--- src/cidec_defs.svh ---
// Purpose: Constants for the compact immediate/memory-address instruction unit
// Assumes: 16-bit compressed encodings, 32-bit data path, 25 MHz clock
// Notes: Offsets, encodings, register port map and reset values only; types live in cidec_pkg
//
// Operation
// - Halfword store writes low 16 bits of dest at base plus offset.
// - Halfword load fills low half of dest, upper sixteen bits cleared.
// - Halfword offset is five-bit field shifted left one, bit 0 zero.
// - Halfword transfers use only low registers zero to seven.
// - Stack store writes full dest word at stack pointer plus word offset.
// - Stack load reads word at stack pointer plus up to 255 words.
// - Stack offset is eight-bit field shifted left two, low bits zero.
// - Load-address with select 0 writes program counter plus constant to dest.
// - Load-address with select 1 writes stack pointer plus constant to dest.
// - Load-address constant is eight-bit field shifted left two.
// - Program counter operand has bit 1 forced to zero before adding.
// - Program counter operand is instruction address plus four.
// - Load-address leaves the four condition flags unchanged.
// - Stack adjust adds offset when negate is 0, subtracts when 1.
// - Stack adjust magnitude is seven-bit field shifted left two, up to 508.
// - Stack adjust changes no condition flag.
// - Each instruction takes the cycles of its full-width equivalent.
`ifndef CIDEC_DEFS_SVH
`define CIDEC_DEFS_SVH

// ----------------------------------------
// Opcode prefixes
// ----------------------------------------
`define CIDEC_OP_HALF 4'h8
`define CIDEC_OP_STACK 4'h9
`define CIDEC_OP_LDADDR 4'hA
`define CIDEC_OP_SPADJ 8'hB0

// ----------------------------------------
// Field positions
// ----------------------------------------
`define CIDEC_LSEL_BIT 11
`define CIDEC_SPADJ_NEG_BIT 7
`define CIDEC_PC_MASK 32'hFFFF_FFFD
`define CIDEC_PC_AHEAD 32'h0000_0004

// ----------------------------------------
// Register port map
// ----------------------------------------
`define CIDEC_ADDR_SP 4'h8
`define CIDEC_ADDR_FLAGS 4'h9
`define CIDEC_ADDR_STATUS 4'hA
`define CIDEC_FLAGS_RESET 4'h0
`define CIDEC_SP_RESET 32'h0000_0000

`endif

--- src/cidec_pkg.sv ---
// Purpose: Shared types for the compact instruction unit
// Assumes: Included defs supply every number
// Notes: No constants here, only types
`default_nettype none
package cidec_pkg;

  typedef enum logic [1:0] {
    CIDEC_IDLE = 2'b00,
    CIDEC_MEM = 2'b01,
    CIDEC_LDWB = 2'b10
  } cidec_state_t;

  typedef enum logic [2:0] {
    CIDEC_NONE = 3'b000,
    CIDEC_HALF = 3'b001,
    CIDEC_STACK = 3'b010,
    CIDEC_LDADDR = 3'b011,
    CIDEC_SPADJ = 3'b100
  } cidec_op_t;

  typedef struct packed {
    logic valid;
    logic write;
    logic half;
    logic [31:0] addr;
    logic [31:0] wdata;
  } cidec_mem_req_t;

endpackage
`default_nettype wire

--- src/cidec_agu.sv ---
// Purpose: Address and operand adder
// Assumes: Unsigned operands, wraps modulo two to the width
// Notes: Shared by every instruction of the group
`timescale 1ns/10ps
`default_nettype none
module cidec_agu #(
  parameter int WIDTH = 32
) (
  // Operands
  input wire logic [WIDTH-1:0] i_base,
  input wire logic [WIDTH-1:0] i_offset,
  input wire logic i_subtract,
  // Result
  output logic [WIDTH-1:0] o_sum
);

  always_comb begin
    if (i_subtract) begin
      o_sum = i_base - i_offset;
    end else begin
      o_sum = i_base + i_offset;
    end
  end

endmodule // cidec_agu
`default_nettype wire

--- src/cidec_top.sv ---
// Purpose: Decode and execute the halfword, stack, load-address and stack-adjust group
// Assumes: Memory system on the same clock answers each request with one ack pulse
// Notes: Registers zero to seven, stack pointer and flags live here
`timescale 1ns/10ps
`default_nettype none
`include "cidec_defs.svh"
module cidec_top (
  // Clock and reset
  input wire logic i_clk,
  input wire logic i_resetn,
  // Instruction issue
  input wire logic i_instr_valid,
  input wire logic [15:0] i_instr,
  input wire logic [31:0] i_instr_addr,
  output logic o_instr_ready,
  output logic o_done,
  output logic o_illegal,
  // Memory access
  output cidec_pkg::cidec_mem_req_t o_mem,
  input wire logic i_mem_ack,
  input wire logic [31:0] i_mem_rdata,
  // Register port
  input wire logic [3:0] i_reg_addr,
  input wire logic [31:0] i_reg_wdata,
  input wire logic i_reg_wr,
  input wire logic i_reg_rd,
  output logic [31:0] o_reg_rdata,
  // Condition flags
  output logic [3:0] o_flags
);

  // ----------------------------------------
  // Decode
  // ----------------------------------------
  cidec_pkg::cidec_op_t op;
  logic load_select_bit;
  logic stack_base_select;
  logic negate_flag;
  logic [2:0] dest_reg;
  logic [2:0] base_reg;
  logic [4:0] offset_field_five;
  logic [7:0] word_offset_field;
  logic [6:0] signed_sp_offset_field;
  logic [31:0] half_offset;
  logic [31:0] word_offset;
  logic [31:0] spadj_offset;

  always_comb begin
    op = cidec_pkg::CIDEC_NONE;
    if (i_instr[15:12] == `CIDEC_OP_HALF) begin
      op = cidec_pkg::CIDEC_HALF;
    end else if (i_instr[15:12] == `CIDEC_OP_STACK) begin
      op = cidec_pkg::CIDEC_STACK;
    end else if (i_instr[15:12] == `CIDEC_OP_LDADDR) begin
      op = cidec_pkg::CIDEC_LDADDR;
    end else if (i_instr[15:8] == `CIDEC_OP_SPADJ) begin
      op = cidec_pkg::CIDEC_SPADJ;
    end
  end

  assign load_select_bit = i_instr[`CIDEC_LSEL_BIT];
  assign stack_base_select = i_instr[`CIDEC_LSEL_BIT];
  assign negate_flag = i_instr[`CIDEC_SPADJ_NEG_BIT];
  // Only three bits, so high registers cannot be named
  assign dest_reg = (op == cidec_pkg::CIDEC_HALF) ? i_instr[2:0] : i_instr[10:8];
  assign base_reg = i_instr[5:3];
  assign offset_field_five = i_instr[10:6];
  assign word_offset_field = i_instr[7:0];
  assign signed_sp_offset_field = i_instr[6:0];
  assign half_offset = {26'h000_0000, offset_field_five, 1'b0};
  assign word_offset = {22'h00_0000, word_offset_field, 2'b00};
  assign spadj_offset = {23'h00_0000, signed_sp_offset_field, 2'b00};

  // ----------------------------------------
  // State
  // ----------------------------------------
  cidec_pkg::cidec_state_t state;
  cidec_pkg::cidec_state_t next_state;
  logic [31:0] regs [0:7];
  logic [31:0] next_regs [0:7];
  logic [31:0] sp;
  logic [31:0] next_sp;
  logic [3:0] flags;
  logic [3:0] next_flags;
  logic [2:0] ld_dest;
  logic [2:0] next_ld_dest;
  logic ld_half;
  logic next_ld_half;
  logic [31:0] ld_data;
  logic [31:0] next_ld_data;
  logic done;
  logic next_done;
  logic illegal;
  logic next_illegal;
  cidec_pkg::cidec_mem_req_t mem;
  cidec_pkg::cidec_mem_req_t next_mem;
  logic [31:0] rdata;
  logic [31:0] next_rdata;

  // ----------------------------------------
  // Operand selection and adder
  // ----------------------------------------
  logic [31:0] pc_ahead;
  logic [31:0] pc_operand;
  logic [31:0] agu_base;
  logic [31:0] agu_offset;
  logic agu_sub;
  logic [31:0] agu_sum;

  // Prefetch puts the counter one word ahead, then bit 1 reads as zero
  assign pc_ahead = i_instr_addr + `CIDEC_PC_AHEAD;
  assign pc_operand = pc_ahead & `CIDEC_PC_MASK;

  always_comb begin
    agu_base = regs[base_reg];
    agu_offset = half_offset;
    agu_sub = 1'b0;
    unique case (op)
      cidec_pkg::CIDEC_HALF: begin
        agu_base = regs[base_reg];
        agu_offset = half_offset;
      end
      cidec_pkg::CIDEC_STACK: begin
        agu_base = sp;
        agu_offset = word_offset;
      end
      cidec_pkg::CIDEC_LDADDR: begin
        agu_base = stack_base_select ? sp : pc_operand;
        agu_offset = word_offset;
      end
      cidec_pkg::CIDEC_SPADJ: begin
        agu_base = sp;
        agu_offset = spadj_offset;
        agu_sub = negate_flag;
      end
      cidec_pkg::CIDEC_NONE: begin
        agu_base = regs[base_reg];
      end
    endcase
  end

  cidec_agu #(
    .WIDTH(32)
  ) u_agu (
    .i_base(agu_base),
    .i_offset(agu_offset),
    .i_subtract(agu_sub),
    .o_sum(agu_sum)
  );

  // ----------------------------------------
  // Register port decode
  // ----------------------------------------
  // One decode feeds write and read paths, so the two maps cannot drift apart
  logic sel_gpr;
  logic sel_sp;
  logic sel_flags;
  logic sel_status;
  logic sw_gpr_wr;
  logic sw_sp_wr;
  logic sw_flags_wr;

  always_comb begin
    sel_gpr = 1'b0;
    sel_sp = 1'b0;
    sel_flags = 1'b0;
    sel_status = 1'b0;
    if (i_reg_addr[3] == 1'b0) begin
      sel_gpr = 1'b1;
    end else if (i_reg_addr == `CIDEC_ADDR_SP) begin
      sel_sp = 1'b1;
    end else if (i_reg_addr == `CIDEC_ADDR_FLAGS) begin
      sel_flags = 1'b1;
    end else if (i_reg_addr == `CIDEC_ADDR_STATUS) begin
      sel_status = 1'b1;
    end
  end

  assign sw_gpr_wr = i_reg_wr && sel_gpr;
  assign sw_sp_wr = i_reg_wr && sel_sp;
  assign sw_flags_wr = i_reg_wr && sel_flags;

  // ----------------------------------------
  // Sequencer
  // ----------------------------------------
  // Store: issue plus memory cycle; load adds one internal cycle; add is one cycle
  logic take;
  assign o_instr_ready = (state == cidec_pkg::CIDEC_IDLE);
  assign take = i_instr_valid && o_instr_ready;

  always_comb begin
    next_state = state;
    next_mem = mem;
    next_ld_dest = ld_dest;
    next_ld_half = ld_half;
    next_ld_data = ld_data;
    next_done = 1'b0;
    next_illegal = 1'b0;
    next_sp = sp;
    next_flags = flags;
    for (int i = 0; i < 8; i++) begin
      next_regs[i] = regs[i];
    end
    // Software writes lose to a same-cycle writeback, applied first
    if (sw_gpr_wr) begin
      next_regs[i_reg_addr[2:0]] = i_reg_wdata;
    end
    if (sw_sp_wr) begin
      next_sp = i_reg_wdata;
    end
    if (sw_flags_wr) begin
      next_flags = i_reg_wdata[3:0];
    end
    unique case (state)
      cidec_pkg::CIDEC_IDLE: begin
        if (take) begin
          unique case (op)
            cidec_pkg::CIDEC_HALF,
            cidec_pkg::CIDEC_STACK: begin
              next_mem.valid = 1'b1;
              next_mem.write = ~load_select_bit;
              next_mem.half = (op == cidec_pkg::CIDEC_HALF);
              next_mem.addr = agu_sum;
              if (op == cidec_pkg::CIDEC_HALF) begin
                next_mem.wdata = {16'h0000, regs[dest_reg][15:0]};
              end else begin
                next_mem.wdata = regs[dest_reg];
              end
              next_ld_dest = dest_reg;
              next_ld_half = (op == cidec_pkg::CIDEC_HALF);
              next_state = cidec_pkg::CIDEC_MEM;
            end
            cidec_pkg::CIDEC_LDADDR: begin
              // Flags left alone
              next_regs[dest_reg] = agu_sum;
              next_done = 1'b1;
            end
            cidec_pkg::CIDEC_SPADJ: begin
              // Flags left alone
              next_sp = agu_sum;
              next_done = 1'b1;
            end
            cidec_pkg::CIDEC_NONE: begin
              next_illegal = 1'b1;
            end
          endcase
        end
      end
      cidec_pkg::CIDEC_MEM: begin
        if (i_mem_ack) begin
          next_mem.valid = 1'b0;
          if (mem.write) begin
            next_done = 1'b1;
            next_state = cidec_pkg::CIDEC_IDLE;
          end else begin
            if (ld_half) begin
              next_ld_data = {16'h0000, i_mem_rdata[15:0]};
            end else begin
              next_ld_data = i_mem_rdata;
            end
            next_state = cidec_pkg::CIDEC_LDWB;
          end
        end
      end
      cidec_pkg::CIDEC_LDWB: begin
        // Internal cycle of a load writes the register
        next_regs[ld_dest] = ld_data;
        next_done = 1'b1;
        next_state = cidec_pkg::CIDEC_IDLE;
      end
      default: begin
        next_state = cidec_pkg::CIDEC_IDLE;
        next_mem.valid = 1'b0;
      end
    endcase
  end

  always_ff @(posedge i_clk or negedge i_resetn) begin
    if (!i_resetn) begin
      state <= cidec_pkg::CIDEC_IDLE;
      mem <= '0;
      ld_dest <= 3'h0;
      ld_half <= 1'b0;
      ld_data <= 32'h0000_0000;
      done <= 1'b0;
      illegal <= 1'b0;
      sp <= `CIDEC_SP_RESET;
      flags <= `CIDEC_FLAGS_RESET;
      for (int i = 0; i < 8; i++) begin
        regs[i] <= 32'h0000_0000;
      end
    end else begin
      state <= next_state;
      mem <= next_mem;
      ld_dest <= next_ld_dest;
      ld_half <= next_ld_half;
      ld_data <= next_ld_data;
      done <= next_done;
      illegal <= next_illegal;
      sp <= next_sp;
      flags <= next_flags;
      for (int i = 0; i < 8; i++) begin
        regs[i] <= next_regs[i];
      end
    end
  end

  // ----------------------------------------
  // Register read port
  // ----------------------------------------
  // Unmapped addresses read zero
  always_comb begin
    next_rdata = rdata;
    if (i_reg_rd) begin
      if (sel_gpr) begin
        next_rdata = regs[i_reg_addr[2:0]];
      end else if (sel_sp) begin
        next_rdata = sp;
      end else if (sel_flags) begin
        next_rdata = {28'h000_0000, flags};
      end else if (sel_status) begin
        // Status shows the sequencer, so software can spot a stalled access
        next_rdata = {30'h0000_0000, state};
      end else begin
        next_rdata = 32'h0000_0000;
      end
    end
  end

  always_ff @(posedge i_clk or negedge i_resetn) begin
    if (!i_resetn) begin
      rdata <= 32'h0000_0000;
    end else begin
      rdata <= next_rdata;
    end
  end

  // ----------------------------------------
  // Outputs
  // ----------------------------------------
  assign o_reg_rdata = rdata;
  assign o_mem = mem;
  assign o_done = done;
  assign o_illegal = illegal;
  assign o_flags = flags;

endmodule // cidec_top
`default_nettype wire

--- config.mk ---
export PLATFORM = sky130hd
export DESIGN_NAME = cidec_top
export DESIGN_NICKNAME = d
export VERILOG_FILES = /design/src/cidec_pkg.sv /design/src/cidec_agu.sv /design/src/cidec_top.sv
export VERILOG_INCLUDE_DIRS = /design/src
export SDC_FILE = /design/constraint.sdc
export NUM_CORES = 1
export LEC_CHECK = 0
export ABC_AREA = 1
export BUFFER_PORTS_ARGS = -buffer_cell sky130_fd_sc_hd__buf_2
export CAP_MARGIN = 15
export CELL_PAD_IN_SITES_DETAIL_PLACEMENT = 1
export CELL_PAD_IN_SITES_GLOBAL_PLACEMENT = 2
export CORE_AREA = 2 2 392 278
export CTS_CLUSTER_SIZE = 20
export DETAILED_ROUTE_END_ITERATION = 10
export DIE_AREA = 0 0 394 280
export PLACE_DENSITY_LB_ADDON = 0.1
export SLEW_MARGIN = 10
export SYNTH_ARGS = -nofsm -noshare
export SYNTH_HDL_FRONTEND = slang
export SYNTH_HIERARCHICAL = 1
export SYNTH_SLANG_ARGS = --single-unit
--- constraint.sdc ---
create_clock -name i_clk -period 3.27 [get_ports i_clk]
set_clock_uncertainty 0.05 [all_clocks]
set_input_delay 0.8175 -clock i_clk [delete_from_list [all_inputs] [get_ports i_clk]]
set_output_delay 0.8175 -clock i_clk [all_outputs]
set_load 0.01 [all_outputs]
==> results.tsv <==
metric	value	unit
# clock sinks	430	
Leakage Power	0.0213	uW
Initial DRC Count	3934	
Tmin final	3.80	ns
Floorplan Core Area	107000	um^2
Hold WC Path Type	in -> async	
sequential share of the synthesized area	31.8	%
routability cong.	0.991	
Critical Path Fanout Max	8	
largest net degree at the start of global routing	82	
final global-route overflow total	0	
reg2reg setup slack	-0.02	ns
final period utilization	116	%
Num CTS Buffers	53	
critical path's slowest cell	ha_2	
most frequent cells in the layout	nand2_1, o21ai_0, inv_1	
final setup fails	295	
status	finished with violations	
failing checks	negative setup slack	
fmax	0.263	GHz
VDD IR max	441	uV
Post-Syn Area per Cell	6.40	um^2
Req. time, crit path	3.76	ns
initial core utilization	31.6	%
die width	394	um
Worst-Skew Late Latency	0.66	ns
routed via count	41400	
Max stage delay on crit path	0.34	ns
most common cell after layout, fill and taps aside	nand2_1	
post-DP HPWL	148000	um
Max Buffers Root-to-Sink	3	
Startpoint Class	input port	
fin worst setup slack	-0.529	ns
nets@finish	5996	
Post-DRT Antenna Nets	0	
area leader, netlist	dfrtp_1	
initial antenna violation count	9	
vias in the first global route	40600	
Pre-Repair DR Iteration Count	5	
crit path DAT	4.29	ns
drt drc	0	
Syn. warnings	6	
chip height	280	um
first-pass GRT wire length	299000	um
Post-Synthesis Cells	5288	
CTS H-tree lvls	2	
final WL	210000	um
count of final max-slew check failures	0	
P&R area growth vs syn	31.8	%
crit path capture type	flip-flop	
top cells by area, synth	dfrtp_1, nand2_1, o21ai_0	
Fin. Hold Viols	0	
area share of the largest cell type after synthesis	31.8	%
Max-cap violations	0	
Tightest Pin Transition	0.816	ns
Slew Limit Headroom	45.3	%
Die ar.	110000	um^2
synth unique cells	46	
Avg WL per Cell	28.6	um
Setup CP Type	in -> reg	
PD cells	627	nW/um^2
I/O pin cnt	228	
Mapped Area	33900	um^2
fraction of layout cells with a size suffix above 1	23.2	%
register bit total from synthesis	430	
Overall Global Routing Usage	37.1	%
Final Power	28000	uW
Worst-path clk slew	0.06	ns
FP Rows	101	
Port Buffers	226	
Hold-fix buffers, CTS	0	
RSZ-0062 raised after global routing	yes	
pre-CTS setup slack	-1.67	ns
Avg Vias per Cell	5.66	
CTS tree	yes	
most used cell, CP	nand2_1	
CTS Root Cell	clkbuf_16	
==> sequential cells by signal, indices dropped and copies added (netlist names) <==
name and flops:
o_done 1, o_mem 67, o_flags 4, sp 32, ld_dest 3, state 2
o_reg_rdata 32, ld_data 32, o_illegal 1, regs 256
==> metal layers <==
layer | GRT usage (%) | routed length (um) | vias up
li1 | - | - | 18400
met1 | 52.5 | 94400 | 20700
met2 | 55.6 | 88100 | 1890
met3 | 7.20 | 18200 | 415
met4 | 13.8 | 8800 | 4
met5 | 0 | 30 | -
==> worst paths after layout <==
kind | startpoint | endpoint | cells past startpoint
hold / removal | i_resetn | o_mem[32] | 1
setup / recovery | i_instr[11] | regs[184] | 34
max in group asynchronous | i_resetn | regs[178] | 3
min in group i_clk | i_mem_rdata[15] | ld_data[15] | 3
hold reg to reg | o_mem[36] | o_mem[36] | 2
setup reg to reg | regs[226] | regs[190] | 21
==> report_power, final <==
part / switching, uW / leakage, uW / internal, uW
Clock: 2750 / 0.000850 / 3560
Combinational: 7870 / 0.0152 / 5070
Sequential: 1720 / 0.00522 / 7040
Total: 12300 / 0.0213 / 15700
==> Yosys cell counts, drive strengths merged <==
| cell type | count |
|---|---|
| a21o | 2 |
| nand3 | 342 |
| nand4 | 36 |
| o311ai | 1 |
| nor3 | 17 |
| o2111ai | 1 |
| a21oi | 150 |
| xnor2 | 14 |
| inv | 574 |
| clkbuf | 199 |
| o221ai | 40 |
| o21ai | 752 |
| and2 | 2 |
| nand2 | 1690 |
| a31oi | 30 |
| o211ai | 315 |
| xor2 | 33 |
| fa | 1 |
| nor4 | 2 |
| a22oi | 2 |
| nand3b | 35 |
| dfrtp | 430 |
| or2 | 1 |
| o21bai | 4 |
| clkinv | 1 |
| ha | 33 |
| buf | 169 |
| conb | 1 |
| nor2 | 411 |
==> logic make-up after synthesis <==
family | Yosys count | share of synthesized area (%)
AO/OA/AOI/OAI | 1297 | 22.9
XOR/XNOR | 47 | 1.22
adder cells (fa/ha/maj) | 34 | 1.28
buffers and inverters | 943 | 11.5
flip-flops | 430 | 31.8
other | 1 | 0.0111
AND/OR/NAND/NOR | 2536 | 31.3
==> critical path, delay by kind of cell <==
family          cells  cell delay [ns]
compound gates      4             0.53
xor+xnor            1             0.16
fa+ha+maj           1             0.34
buf+inv            12             1.17
simple gates       16             1.26
==> final cells by class <==
cell class | count | area (um^2)
Inverter | 575 | 2220
Sequential cell | 430 | 10800
Antenna cell | 2 | 5.00
Tap cell | 1442 | 1800
Fill cell | 13700 | 62400
Multi-Input combinational cell | 3984 | 21200
Clock inverter | 11 | 140
Clock buffer | 80 | 1590
Timing Repair Buffer | 796 | 6910
==> stage by stage <==
step	area, um^2	TNS [ns]	cells	hold WS [ns]	util [%]
after global placement	41200	-360.43	7194	0.413	38.5
after detailed placement	41200	-369.71	7194	0.419	38.5
after global routing	44600	-151.71	7319	0.106	41.7
after CTS	43900	-76.44	7307	0.0904	41.0
after floorplan	34700	-100.03	5357	0.447	-
final	44600	-106.80	7320	0.0740	41.7
==> timing repair <==
action / 4_1_cts / 5_1_grt
buffers inserted: 22 / 12
pin swaps: 91 / 129
setup endpoints to repair: 295 / 297
gates resized for setup: 199 / 178
(Power assumes the default switching activity.)
